[src/scp_pkg.sv]
// Constants, types and carriers shared by the serial command port.
// Notes on behaviour
// - Commands and data are eight-bit units, shifted MSB first with the clock.
// - While the command shifts in, the output carries the buffer byte count.
// - Command bits 7..5 pick the type; codes 110 and 111 are unused.
// - Register commands take bits 4..0 as the register index.
// - Buffer write takes bits 4..0 as start threshold; no start below it.
// - Transmission never starts empty, so thresholds zero and one match.
// - Other commands ignore the low five bits; host should send zeros.
// - Read and write commands carry data bytes until select is released.
// - Register reads return successive registers from the commanded index.
// - Register writes update successive registers from the commanded index.
// - Each buffer read byte returns and removes the oldest received byte.
// - Each buffer write byte is appended to the buffer in arrival order.
// - Power off acts only with wake pin low and key wake pin high.
// - The clear-interrupt command drives the interrupt output low.
// - Select strap 0 makes select active high, 1 makes it active low.
// - Serial output floats while deselected, unless transparent streaming.
// - Two straps pick clock idle level and sampling edge; host matches.
// - The status register sits at index 16 and reads like any register.
// - Reading status clears wake and supply-low flags and the interrupt.
package scp_pkg;

  localparam int BYTE_W = 8;
  localparam int ADDR_W = 5;
  localparam int CNT_W = 5;

  localparam logic [2:0] CMD_RD_BUF = 3'h0;
  localparam logic [2:0] CMD_WR_BUF = 3'h1;
  localparam logic [2:0] CMD_RD_REG = 3'h2;
  localparam logic [2:0] CMD_WR_REG = 3'h3;
  localparam logic [2:0] CMD_OFF = 3'h4;
  localparam logic [2:0] CMD_DEL_IRQ = 3'h5;

  localparam logic [ADDR_W-1:0] STATUS_ADDR = 5'h10;
  localparam logic [ADDR_W-1:0] ADDR_STEP = 5'h01;
  localparam logic [ADDR_W-1:0] ADDR_RST = 5'h00;
  localparam logic [CNT_W-1:0] MIN_TX_BYTES = 5'h01;
  localparam logic [CNT_W-1:0] THRESH_RST = 5'h00;
  localparam logic [2:0] BIT_LAST = 3'h7;
  localparam logic [2:0] BIT_FIRST = 3'h0;
  localparam logic [2:0] BIT_STEP = 3'h1;
  localparam logic [BYTE_W-1:0] BYTE_RST = 8'h00;

  localparam int ST_KEY_BIT = 0;
  localparam int ST_WAKE_BIT = 1;
  localparam int ST_RAM_BIT = 2;

  typedef enum logic [2:0] {
    ST_CMD,
    ST_RD_BUF,
    ST_WR_BUF,
    ST_RD_REG,
    ST_WR_REG,
    ST_IGNORE
  } scp_state_t;

  typedef struct packed {
    logic cs;
    logic sck;
    logic sdi;
    logic select_polarity_strap;
    logic cpol;
    logic cpha;
    logic wake;
    logic key_n;
  } scp_pins_t;

  typedef struct packed {
    logic [2:0] kind;
    logic [4:0] arg;
  } scp_cmd_t;

endpackage : scp_pkg

[src/scp_core.sv]
// Serial command port: command decode, data shifting and status flags.
`timescale 1ns/1ps
module scp_core (
  input wire logic CLK,
  input wire logic RST_N,
  input wire logic CS_PIN,
  input wire logic SCK_PIN,
  input wire logic SERIAL_IN_PIN,
  input wire logic SELECT_POLARITY_STRAP,
  input wire logic CLOCK_POLARITY_STRAP,
  input wire logic CLOCK_PHASE_STRAP,
  input wire logic WAKE_PIN_HIGH_ACTIVE,
  input wire logic KEY_WAKE_PIN_LOW_ACTIVE,
  output logic SERIAL_OUT_PIN_O,
  output logic SERIAL_OUT_PIN_OE,
  input wire logic TRANSPARENT_MODE,
  input wire logic RX_STREAM,
  input wire logic [scp_pkg::CNT_W-1:0] BUF_COUNT,
  input wire logic [scp_pkg::BYTE_W-1:0] BUF_RD_DATA,
  output logic BUF_POP,
  output logic BUF_PUSH,
  output logic [scp_pkg::BYTE_W-1:0] BUF_WR_DATA,
  output logic [scp_pkg::ADDR_W-1:0] REG_ADDR,
  output logic REG_WR,
  output logic [scp_pkg::BYTE_W-1:0] REG_WR_DATA,
  input wire logic [scp_pkg::BYTE_W-1:0] REG_RD_DATA,
  output logic [scp_pkg::CNT_W-1:0] TX_START_THRESHOLD,
  output logic TX_START_ALLOW,
  input wire logic WAKE_EVENT,
  input wire logic RAM_LOW_EVENT,
  input wire logic IRQ_EVENT,
  output logic IRQ,
  output logic POWER_OFF
);

  import scp_pkg::*;

  scp_pins_t pins_raw;
  scp_pins_t pins;
  scp_cmd_t cmd;
  scp_state_t state_reg;

  logic cs_act;
  logic cs_prev_reg;
  logic cs_start;
  logic sck_prev_reg;
  logic lead, trail, sample_edge, shift_edge;
  logic [2:0] bit_cnt_reg;
  logic got_bit_reg;
  logic [BYTE_W-1:0] rx_sr_reg;
  logic [BYTE_W-1:0] rx_byte;
  logic [BYTE_W-1:0] tx_sr_reg;
  logic [BYTE_W-1:0] tx_next;
  logic [BYTE_W-1:0] status_byte;
  logic byte_done, cmd_done, data_done, status_read_done;
  logic wake_by_pin_flag_reg, ram_supply_low_flag_reg;
  logic [CNT_W-1:0] min_count;

  assign pins_raw = {CS_PIN, SCK_PIN, SERIAL_IN_PIN, SELECT_POLARITY_STRAP,
                     CLOCK_POLARITY_STRAP, CLOCK_PHASE_STRAP,
                     WAKE_PIN_HIGH_ACTIVE, KEY_WAKE_PIN_LOW_ACTIVE};

  // Straps pass the synchroniser too, so a strap changed live cannot glitch.
  scp_sync #(.W($bits(scp_pins_t))) scp_sync_i (
    .clk(CLK),
    .rst_n(RST_N),
    .d(pins_raw),
    .q(pins)
  );

  assign cs_act = pins.cs ^ pins.select_polarity_strap;
  assign cs_start = cs_act & ~cs_prev_reg;

  // Edges are seen in the idle-relative sense, so one decoder serves all modes.
  assign lead = cs_act & (pins.sck ^ pins.cpol) & ~(sck_prev_reg ^ pins.cpol);
  assign trail = cs_act & ~(pins.sck ^ pins.cpol) & (sck_prev_reg ^ pins.cpol);
  assign sample_edge = pins.cpha ? trail : lead;
  assign shift_edge = pins.cpha ? lead : trail;

  assign rx_byte = {rx_sr_reg[BYTE_W-2:0], pins.sdi};
  assign cmd = rx_byte;
  assign byte_done = sample_edge & (bit_cnt_reg == BIT_LAST);
  assign cmd_done = byte_done & (state_reg == ST_CMD);
  assign data_done = byte_done & (state_reg != ST_CMD);
  assign status_read_done = data_done & (state_reg == ST_RD_REG)
                            & (REG_ADDR == STATUS_ADDR);

  always_ff @(posedge CLK)
  begin
    if (!RST_N)
    begin
      cs_prev_reg <= 1'b0;
      sck_prev_reg <= 1'b0;
    end
    else
    begin
      cs_prev_reg <= cs_act;
      sck_prev_reg <= pins.sck;
    end
  end

  // Input shifter; a released select always restarts at a command byte.
  always_ff @(posedge CLK)
  begin
    if (!RST_N)
    begin
      bit_cnt_reg <= BIT_FIRST;
      got_bit_reg <= 1'b0;
      rx_sr_reg <= BYTE_RST;
    end
    else if (!cs_act)
    begin
      bit_cnt_reg <= BIT_FIRST;
      got_bit_reg <= 1'b0;
      rx_sr_reg <= BYTE_RST;
    end
    else if (sample_edge)
    begin
      bit_cnt_reg <= bit_cnt_reg + BIT_STEP;
      got_bit_reg <= 1'b1;
      rx_sr_reg <= rx_byte;
    end
  end

  // Command decode; the low bits matter only where the type uses them.
  always_ff @(posedge CLK)
  begin
    if (!RST_N)
    begin
      state_reg <= ST_CMD;
    end
    else if (!cs_act)
    begin
      state_reg <= ST_CMD;
    end
    else if (cmd_done)
    begin
      case (cmd.kind)
        CMD_RD_BUF: state_reg <= ST_RD_BUF;
        CMD_WR_BUF: state_reg <= ST_WR_BUF;
        CMD_RD_REG: state_reg <= ST_RD_REG;
        CMD_WR_REG: state_reg <= ST_WR_REG;
        default: state_reg <= ST_IGNORE;
      endcase
    end
  end

  always_comb
  begin
    status_byte = BYTE_RST;
    status_byte[ST_KEY_BIT] = ~pins.key_n;
    status_byte[ST_WAKE_BIT] = wake_by_pin_flag_reg;
    status_byte[ST_RAM_BIT] = ram_supply_low_flag_reg;
  end

  // Read data is only peeked here; removal waits for the byte to complete,
  // because a trailing shift edge after the last byte must not lose data.
  always_comb
  begin
    case (state_reg)
      ST_RD_BUF: tx_next = BUF_RD_DATA;
      ST_RD_REG:
      begin
        if (REG_ADDR == STATUS_ADDR)
        begin
          tx_next = status_byte;
        end
        else
        begin
          tx_next = REG_RD_DATA;
        end
      end
      default: tx_next = BYTE_RST;
    endcase
  end

  // Output shifter; the first shift edge of phase 1 precedes any sample.
  always_ff @(posedge CLK)
  begin
    if (!RST_N)
    begin
      tx_sr_reg <= BYTE_RST;
    end
    else if (cs_start)
    begin
      tx_sr_reg <= {{(BYTE_W-CNT_W){1'b0}}, BUF_COUNT};
    end
    else if (shift_edge && got_bit_reg)
    begin
      tx_sr_reg <= (bit_cnt_reg == BIT_FIRST) ? tx_next :
                   {tx_sr_reg[BYTE_W-2:0], 1'b0};
    end
  end

  // While deselected the pin carries the received stream in transparent mode.
  always_ff @(posedge CLK)
  begin
    if (!RST_N)
    begin
      SERIAL_OUT_PIN_OE <= 1'b0;
      SERIAL_OUT_PIN_O <= 1'b0;
    end
    else
    begin
      SERIAL_OUT_PIN_OE <= cs_act | TRANSPARENT_MODE;
      SERIAL_OUT_PIN_O <= cs_act ? tx_sr_reg[BYTE_W-1] :
                          (TRANSPARENT_MODE & RX_STREAM);
    end
  end

  always_ff @(posedge CLK)
  begin
    if (!RST_N)
    begin
      REG_ADDR <= ADDR_RST;
    end
    else if (cmd_done && (cmd.kind == CMD_RD_REG || cmd.kind == CMD_WR_REG))
    begin
      REG_ADDR <= cmd.arg;
    end
    else if (data_done && (state_reg == ST_RD_REG || state_reg == ST_WR_REG))
    begin
      REG_ADDR <= REG_ADDR + ADDR_STEP;
    end
  end

  // The status index is read only, so writes to it are dropped.
  always_ff @(posedge CLK)
  begin
    if (!RST_N)
    begin
      REG_WR <= 1'b0;
      BUF_PUSH <= 1'b0;
      BUF_POP <= 1'b0;
      REG_WR_DATA <= BYTE_RST;
      BUF_WR_DATA <= BYTE_RST;
    end
    else
    begin
      REG_WR <= data_done && state_reg == ST_WR_REG
                && REG_ADDR != STATUS_ADDR;
      BUF_PUSH <= data_done && state_reg == ST_WR_BUF;
      BUF_POP <= data_done && state_reg == ST_RD_BUF;
      if (data_done && state_reg == ST_WR_REG)
      begin
        REG_WR_DATA <= rx_byte;
      end
      if (data_done && state_reg == ST_WR_BUF)
      begin
        BUF_WR_DATA <= rx_byte;
      end
    end
  end

  assign min_count = (TX_START_THRESHOLD < MIN_TX_BYTES) ? MIN_TX_BYTES :
                     TX_START_THRESHOLD;

  always_ff @(posedge CLK)
  begin
    if (!RST_N)
    begin
      TX_START_THRESHOLD <= THRESH_RST;
      TX_START_ALLOW <= 1'b0;
    end
    else
    begin
      if (cmd_done && cmd.kind == CMD_WR_BUF)
      begin
        TX_START_THRESHOLD <= cmd.arg;
      end
      TX_START_ALLOW <= BUF_COUNT >= min_count;
    end
  end

  // Events win over a clear in the same cycle, so none is lost.
  always_ff @(posedge CLK)
  begin
    if (!RST_N)
    begin
      wake_by_pin_flag_reg <= 1'b0;
      ram_supply_low_flag_reg <= 1'b0;
      IRQ <= 1'b0;
    end
    else
    begin
      if (WAKE_EVENT)
      begin
        wake_by_pin_flag_reg <= 1'b1;
      end
      else if (status_read_done)
      begin
        wake_by_pin_flag_reg <= 1'b0;
      end
      if (RAM_LOW_EVENT)
      begin
        ram_supply_low_flag_reg <= 1'b1;
      end
      else if (status_read_done)
      begin
        ram_supply_low_flag_reg <= 1'b0;
      end
      if (IRQ_EVENT || WAKE_EVENT)
      begin
        IRQ <= 1'b1;
      end
      else if (status_read_done || (cmd_done && cmd.kind == CMD_DEL_IRQ))
      begin
        IRQ <= 1'b0;
      end
    end
  end

  always_ff @(posedge CLK)
  begin
    if (!RST_N)
    begin
      POWER_OFF <= 1'b0;
    end
    else
    begin
      POWER_OFF <= cmd_done && cmd.kind == CMD_OFF
                   && !pins.wake && pins.key_n;
    end
  end
endmodule : scp_core

[src/scp_sync.sv]
// Two-stage synchroniser for a group of pin inputs.
`timescale 1ns/1ps
module scp_sync #(
  parameter int W = 8
) (
  input wire logic clk,
  input wire logic rst_n,
  input wire logic [W-1:0] d,
  output logic [W-1:0] q
);

  logic [W-1:0] meta_reg;

  // The first stage feeds only the second stage.
  always_ff @(posedge clk)
  begin
    if (!rst_n)
    begin
      meta_reg <= '0;
      q <= '0;
    end
    else
    begin
      meta_reg <= d;
      q <= meta_reg;
    end
  end

endmodule : scp_sync
[config.mk]
export PLATFORM = sky130hd
export DESIGN_NAME = scp_core
export DESIGN_NICKNAME = d
export VERILOG_FILES = /design/src/scp_pkg.sv /design/src/scp_core.sv /design/src/scp_sync.sv
export SDC_FILE = /design/constraint.sdc
export NUM_CORES = 1
export LEC_CHECK = 0
export BUFFER_PORTS_ARGS = -buffer_cell sky130_fd_sc_hd__buf_2
export CORE_MARGIN = 10
export CORE_UTILIZATION = 47
export CTS_BUF_LIST = sky130_fd_sc_hd__clkbuf_8
export DETAILED_ROUTE_END_ITERATION = 7
export HOLD_SLACK_MARGIN = 0.12
export PLACE_DENSITY = 0.73
export SLEW_MARGIN = 30
export SYNTH_ARGS = -nofsm -noshare
export SYNTH_HDL_FRONTEND = slang
export SYNTH_HIERARCHICAL = 1
export SYNTH_SLANG_ARGS = --single-unit
[constraint.sdc]
create_clock -name CLK -period 1.9 [get_ports CLK]
set_input_delay 0.19 -clock CLK [delete_from_list [all_inputs] [get_ports CLK]]
set_output_delay 0.19 -clock CLK [all_outputs]
set_load 0.01 [all_outputs]
==> impl_metrics.yaml, run 1 <==
logic_synthesis:
  synth-async-reset-ratio: 0
  synth_ff_type: "dfxtp_1"
  synth_area_leader_cell: "dfxtp_1"
  yosysWarningCount: 6
  netlist_area_um2: 3230
  yosysUniqueCellTypes: 51
  syn_avg_cell_area_um2: 8.98
  ys_seq_area_frac: 0.471
  synth_area_leaders: "dfxtp_1, nand2_1, o21ai_0, a21oi_1, ha_1"
  synth_nets: 406
  synth-edff-count: 0
  ys_ff_latch: 76
  syn_inst: 360
  netlist.area_leader.share: 0.471
clock_network:
  clk_pin_slew_worst_paths_ns: 0.08
  cts_tree: "done"
  clockBufferDepth: 2
  clock-sinks: 76
  root_buffer: "clkbuf_8"
  clk_latency_ns: 0.36
  numCtsBuffers: 9
  cts-htree-levels: 3
routing:
  first_pass_iters: 4
  routed_wl_mm: 8.23
  routedWlPerCell_um: 15.2
  num_vias: 2880
  drt_iter0_markers: 223
  drc: 0
  viasPerCell: 5.33
  ant_nets: 0
sta:
  slew_violations: 0
  slew_headroom: 0.590
  tightest_slew_ns: 0.613
  fin_worst_skew_ns: 0.00915
  rsz0062_at_grt: "yes"
  fmax_mhz: 555
  setup_viol: 0
  min_period_over_period: 0.948
  fin_crit_ns: 1.80
  layout_setup_ws_ns: 0.0979
  timing.hold.ws_ns: 0.130
  final_hold_viol_count: 0
power_and_ir_drop:
  power_leakage_uw: 0.00179
  p_per_area_nw_per_um2: 755
  p_int_uw: 2410
  p_sw_frac: 0.232
  ir_drop_mv: 0.596
  clkPwrFrac: 0.410
  finalPower_uw: 3140
  pwr-share-seq: 0.524
  net-switching-power_uw: 727
  combPwrFrac: 0.066
finish:
  most-common-layout-cells: "dfxtp_1, buf_2, nand2_1"
  drive_above_1_share: 0.296
  layout.nets: 501
  layout_commonest_cell: "dfxtp_1"
  multi_input_area_um2: 1630
  n_fill_cell: 574
  fin_area_um2: 4150
  ff_latch_area_um2: 1530
  n_antenna_cell: 0
  syn2layout_area_growth_pct: 28.5
placement:
  port-buffer-count: 69
  hpwl_mm: 6.02
  post-place-ws_ns: 0.0310
  place_area_um2: 3710
  routabilityCongestion: 0.882
global_routing:
  grt_max_degree: 40
  grt_pass1_wl_mm: 13.4
  antenna_found_initial: 0
  overflow: 0
  grt.total_usage: 0.159
  grt_pass1_vias: 2820
worst_hold_path:
  min_delay_worst_endpoint: "tx_sr_reg[0]"
  hold_depth: 3
  hold_path.class: "primary input to flip-flop"
  hp-start: "BUF_COUNT[0]"
floorplanning:
  fp-row-count: 30
  start_util: 0.479
  io_pins: 70
  die_h_um: 103
  die_area_um2: 10600
  dieWidth_um: 103
  core_region_area_um2: 6760
worst_setup_path:
  critPathMaxStageDelay_ns: 0.37
  worstSetupStartpointType: "flip-flop"
  crit_slowest_cell: "mux2_4"
  reg2reg_from: "scp_sync_i/q[2]"
  cp_top_family: "simple AND/OR/NAND/NOR gates"
  cp-end-kind: "flip-flop"
  crit_type: "flip-flop to flip-flop"
  regToRegSetupSlack_ns: 0.1
  worstPathRequired_ns: 2.18
  crit_buf_inv: 1
  crit_chain: "xor2_4 -> mux2_4 -> nor3_4 -> buf_6 -> nand3b_1 -> a21oi_2"
  rr_worst_depth: 6
  cp_max_fo: 6
  r2r-end: "REG_ADDR[2]"
  crit_arrival_ns: 2.09
run_status:
  status: "complete, no violations"
job:
  maxCapViolCount: 0
-- metal layers --
layer | vias to the layer above | GRT usage | wire length (µm)
li1 | 1438 | - | -
met1 | 1340 | 0.186 | 3500
met2 | 88 | 0.262 | 4060
met3 | 14 | 0.0536 | 558
met4 | 0 | 0.0620 | 117
met5 | - | 0 | 0
-- through the flow --
stage / TNS [ns] / cells / utilization
global route: -0.0441 / 540 / 0.615
finish: 0 / 540 / 0.615
global placement: 0 / 506 / 0.549
detailed placement: 0 / 506 / 0.549
CTS: 0 / 536 / 0.601
floorplan: 0 / 360 / -
-- timing repair --
item / 4_1_cts / 5_1_grt
buffers inserted: 0 / 4
endpoints found under the hold margin: 13 / 0
hold buffers: 14 / 0
endpoints found under the setup margin: 0 / 21
gates resized for setup: 0 / 17
-- logic make-up after synthesis --
group	count (synthesis)	share of synthesized area
simple gates	144	0.244
mux	11	0.0372
flops	76	0.471
xor+xnor	9	0.0267
fa+ha+maj	10	0.0387
compound gates	78	0.141
buf+inv	32	0.0422
-- worst max path at each step --
stage	from	endpoint	cells after the start
after floorplan	REG_ADDR[0]	tx_sr_reg[2]	8
after global placement	bit_cnt_reg[0]	TX_START_THRESHOLD[2]	7
after detailed placement	bit_cnt_reg[0]	TX_START_THRESHOLD[0]	7
after CTS	bit_cnt_reg[0]	TX_START_THRESHOLD[0]	7
after global routing	bit_cnt_reg[1]	REG_ADDR[2]	8
final	scp_sync_i/q[2]	REG_ADDR[2]	6
-- cell type report --
type                    count  share of cell area
multi-input cells         252               0.392
flip-flops and latches     76               0.369
repair buffers            102               0.152
clock buffers              11              0.0364
well taps                  80              0.0241
clock inverters             5              0.0142
inverters                  14              0.0127
-- cells in the mapped netlist, types with 3 or more instances --
master    instances
buf_2             4
mux2i_1           8
and2_2           12
nor2_1           24
inv_1            13
o21ai_0          31
nor3b_1           3
nor2b_1           5
nor3_1            5
nand2b_1          5
and2_1            5
clkbuf_1         11
xnor2_1           7
a221oi_1          5
ha_1             10
a21oi_1          30
nand2_1          42
nand3_1          25
dfxtp_1          76
-- tightest hold or removal path, cell delays in order --
cell      delay, ns
buf_2          0.09
inv_1          0.07
a221oi_1       0.08
-- power groups by stage --
stage          Clock, µW  Sequential [µW]  Combinational [µW]
2_1_floorplan          0             1680                 105
3_3_place_gp           0             1680                 176
3_5_place_dp           0             1680                 180
4_1_cts             1300             1640                 204
5_1_grt             1380             1650                 234
6_report            1280             1640                 208
Note: power is estimated with default switching activity, not from simulation.
==> inputs of run 2 (changes only) <==
--- a/config.mk
+++ b/config.mk
@@ -6,12 +6,14 @@
 export NUM_CORES = 1
 export LEC_CHECK = 0
 export BUFFER_PORTS_ARGS = -buffer_cell sky130_fd_sc_hd__buf_2
-export CORE_MARGIN = 10
-export CORE_UTILIZATION = 47
+export CELL_PAD_IN_SITES_DETAIL_PLACEMENT = 1
+export CELL_PAD_IN_SITES_GLOBAL_PLACEMENT = 1
+export CORE_MARGIN = 5
+export CORE_UTILIZATION = 38
 export CTS_BUF_LIST = sky130_fd_sc_hd__clkbuf_8
 export DETAILED_ROUTE_END_ITERATION = 7
 export HOLD_SLACK_MARGIN = 0.12
-export PLACE_DENSITY = 0.73
+export PLACE_DENSITY = 0.78
 export SLEW_MARGIN = 30
 export SYNTH_ARGS = -nofsm -noshare
 export SYNTH_HDL_FRONTEND = slang
==> run 2 against run 1 <==
Fmax fell by 3.3%. Sequential cell count did not move. Critical path depth did not move. Register-to-register slack got worse by 0.06 ns. Sequential share of layout area rose by 0.12 points. Largest cell class unchanged. Largest power group unchanged.
==> impl_metrics.yaml, run 2 (same netlist as run 1, synthesis figures left out) <==
sta:
  fmax_mhz: 536
  setup_tns_ns: 0
  slew_violations: 0
  fin_worst_skew_ns: 0.00976
  slew_headroom: 0.596
  rsz0062_at_grt: "yes"
  tightest_slew_ns: 0.605
  setup_viol: 0
  fin_crit_ns: 1.86
  final_hold_viol_count: 0
  min_period_over_period: 0.981
clock_network:
  clk_latency_ns: 0.36
  clk_pin_slew_worst_paths_ns: 0.08
  root_buffer: "clkbuf_8"
  clockBufferDepth: 2
  cts-htree-levels: 3
  clock-sinks: 76
  cts_tree: "done"
  numCtsBuffers: 9
floorplanning:
  dieWidth_um: 102
  fp-row-count: 33
  die_area_um2: 10500
  start_util: 0.392
  io_pins: 70
  die_h_um: 102
  core_region_area_um2: 8260
routing:
  viasPerCell: 5.16
  routedWlPerCell_um: 16.1
  drc: 0
  drt_iter0_markers: 112
  routed_wl_mm: 9.14
  first_pass_iters: 4
  ant_nets: 0
  num_vias: 2929
run_status:
  status: "complete, no violations"
worst_setup_path:
  crit_type: "flip-flop to flip-flop"
  crit_slowest_cell: "mux2_4"
  cp_max_fo: 6
  crit_chain: "xor2_2 -> mux2_4 -> nor3_4 -> nand4bb_1 -> buf_4 -> mux2i_1"
  critPathMaxStageDelay_ns: 0.39
  crit_arrival_ns: 2.14
  worstSetupStartpointType: "flip-flop"
  crit_buf_inv: 1
  cp-end-kind: "flip-flop"
  cp_top_family: "multiplexers"
  worstPathRequired_ns: 2.18
job:
  maxCapViolCount: 0
global_routing:
  antenna_found_initial: 0
  grt.total_usage: 0.182
  grt_pass1_wl_mm: 14.5
  overflow: 0
  grt_max_degree: 38
  grt_pass1_vias: 2971
placement:
  dp.cells: 538
  routabilityCongestion: 0.826
  port-buffer-count: 69
  hpwl_mm: 6.96
worst_hold_path:
  hold_path.class: "primary input to flip-flop"
finish:
  final_cells: 568
  layout_commonest_cell: "dfxtp_1"
  layout.nets: 504
  syn2layout_area_growth_pct: 27.2
  drive_above_1_share: 0.281
  n_antenna_cell: 0
  most-common-layout-cells: "dfxtp_1, buf_2, nand2_1"
power_and_ir_drop:
  ir_drop_mv: 0.395
  power_leakage_uw: 0.00179
  p_per_area_nw_per_um2: 723
-- run 2: worst paths after layout --
check,from,end,slack (ns),cells after the start
setup / recovery,scp_sync_i/q[3],TX_START_THRESHOLD[3],0.04,6
hold / removal,BUF_COUNT[0],tx_sr_reg[0],0.17,3
setup reg to reg,scp_sync_i/q[3],TX_START_THRESHOLD[3],0.04,6
hold reg to reg,scp_sync_i/meta_reg[2],scp_sync_i/q[2],0.44,1
-- run 2: area by class of cell --
| class | instances | area [µm²] |
|---|---|---|
| clock buffer | 11 | 151 |
| timing repair buffer | 105 | 648 |
| sequential | 76 | 1520 |
| multi-input combinational | 252 | 1580 |
| inverter | 14 | 52.6 |
| clock inverter | 5 | 28.8 |
| fill | 1001 | 4140 |
| tap | 105 | 131 |
-- run 2: what timing repair did --
item | CTS | global route
endpoints found under the setup margin | 0 | 10
gates resized for setup | 0 | 3
hold endpoints to repair | 13 | 0
hold buffers | 13 | 0
buffers inserted | 0 | 1
-- run 2: per-stage QoR --
step	hold slack, ns	power, µW	setup WS (ns)	instance area, µm²	util
after floorplan	0.307	1780	0.0189	3230	-
after global placement	0.409	1860	0.140	3790	0.459
after detailed placement	0.413	1870	0.0487	3790	0.459
after CTS	0.171	3010	0.0210	4100	0.497
after global routing	0.188	3100	-0.0280	4110	0.498
final	0.175	2980	0.0355	4110	0.498
-- run 2: power breakdown --
| part | total, µW | internal, µW | switching [µW] |
|---|---|---|---|
| logic | 211 | 102 | 110 |
| registers | 1640 | 1630 | 16.5 |
| clock network | 1120 | 536 | 584 |
-- run 2: layer usage --
metal | vias to the layer above | global-route usage | part of all wire
met2 | 63 | 0.307 | 0.50
met3 | 13 | 0.0389 | 0.049
li1 | 1439 | - | -
met5 | - | 0 | 0
met4 | 0 | 0.0696 | 0.013
met1 | 1414 | 0.227 | 0.44
-- run 2: worst register-to-register path, cell delays in order (launching register included) --
cell       delay, ns
dfxtp_1         0.36
xor2_2          0.27
mux2_4          0.39
nor3_4          0.21
nand4bb_1       0.17
buf_4           0.21
mux2i_1         0.18
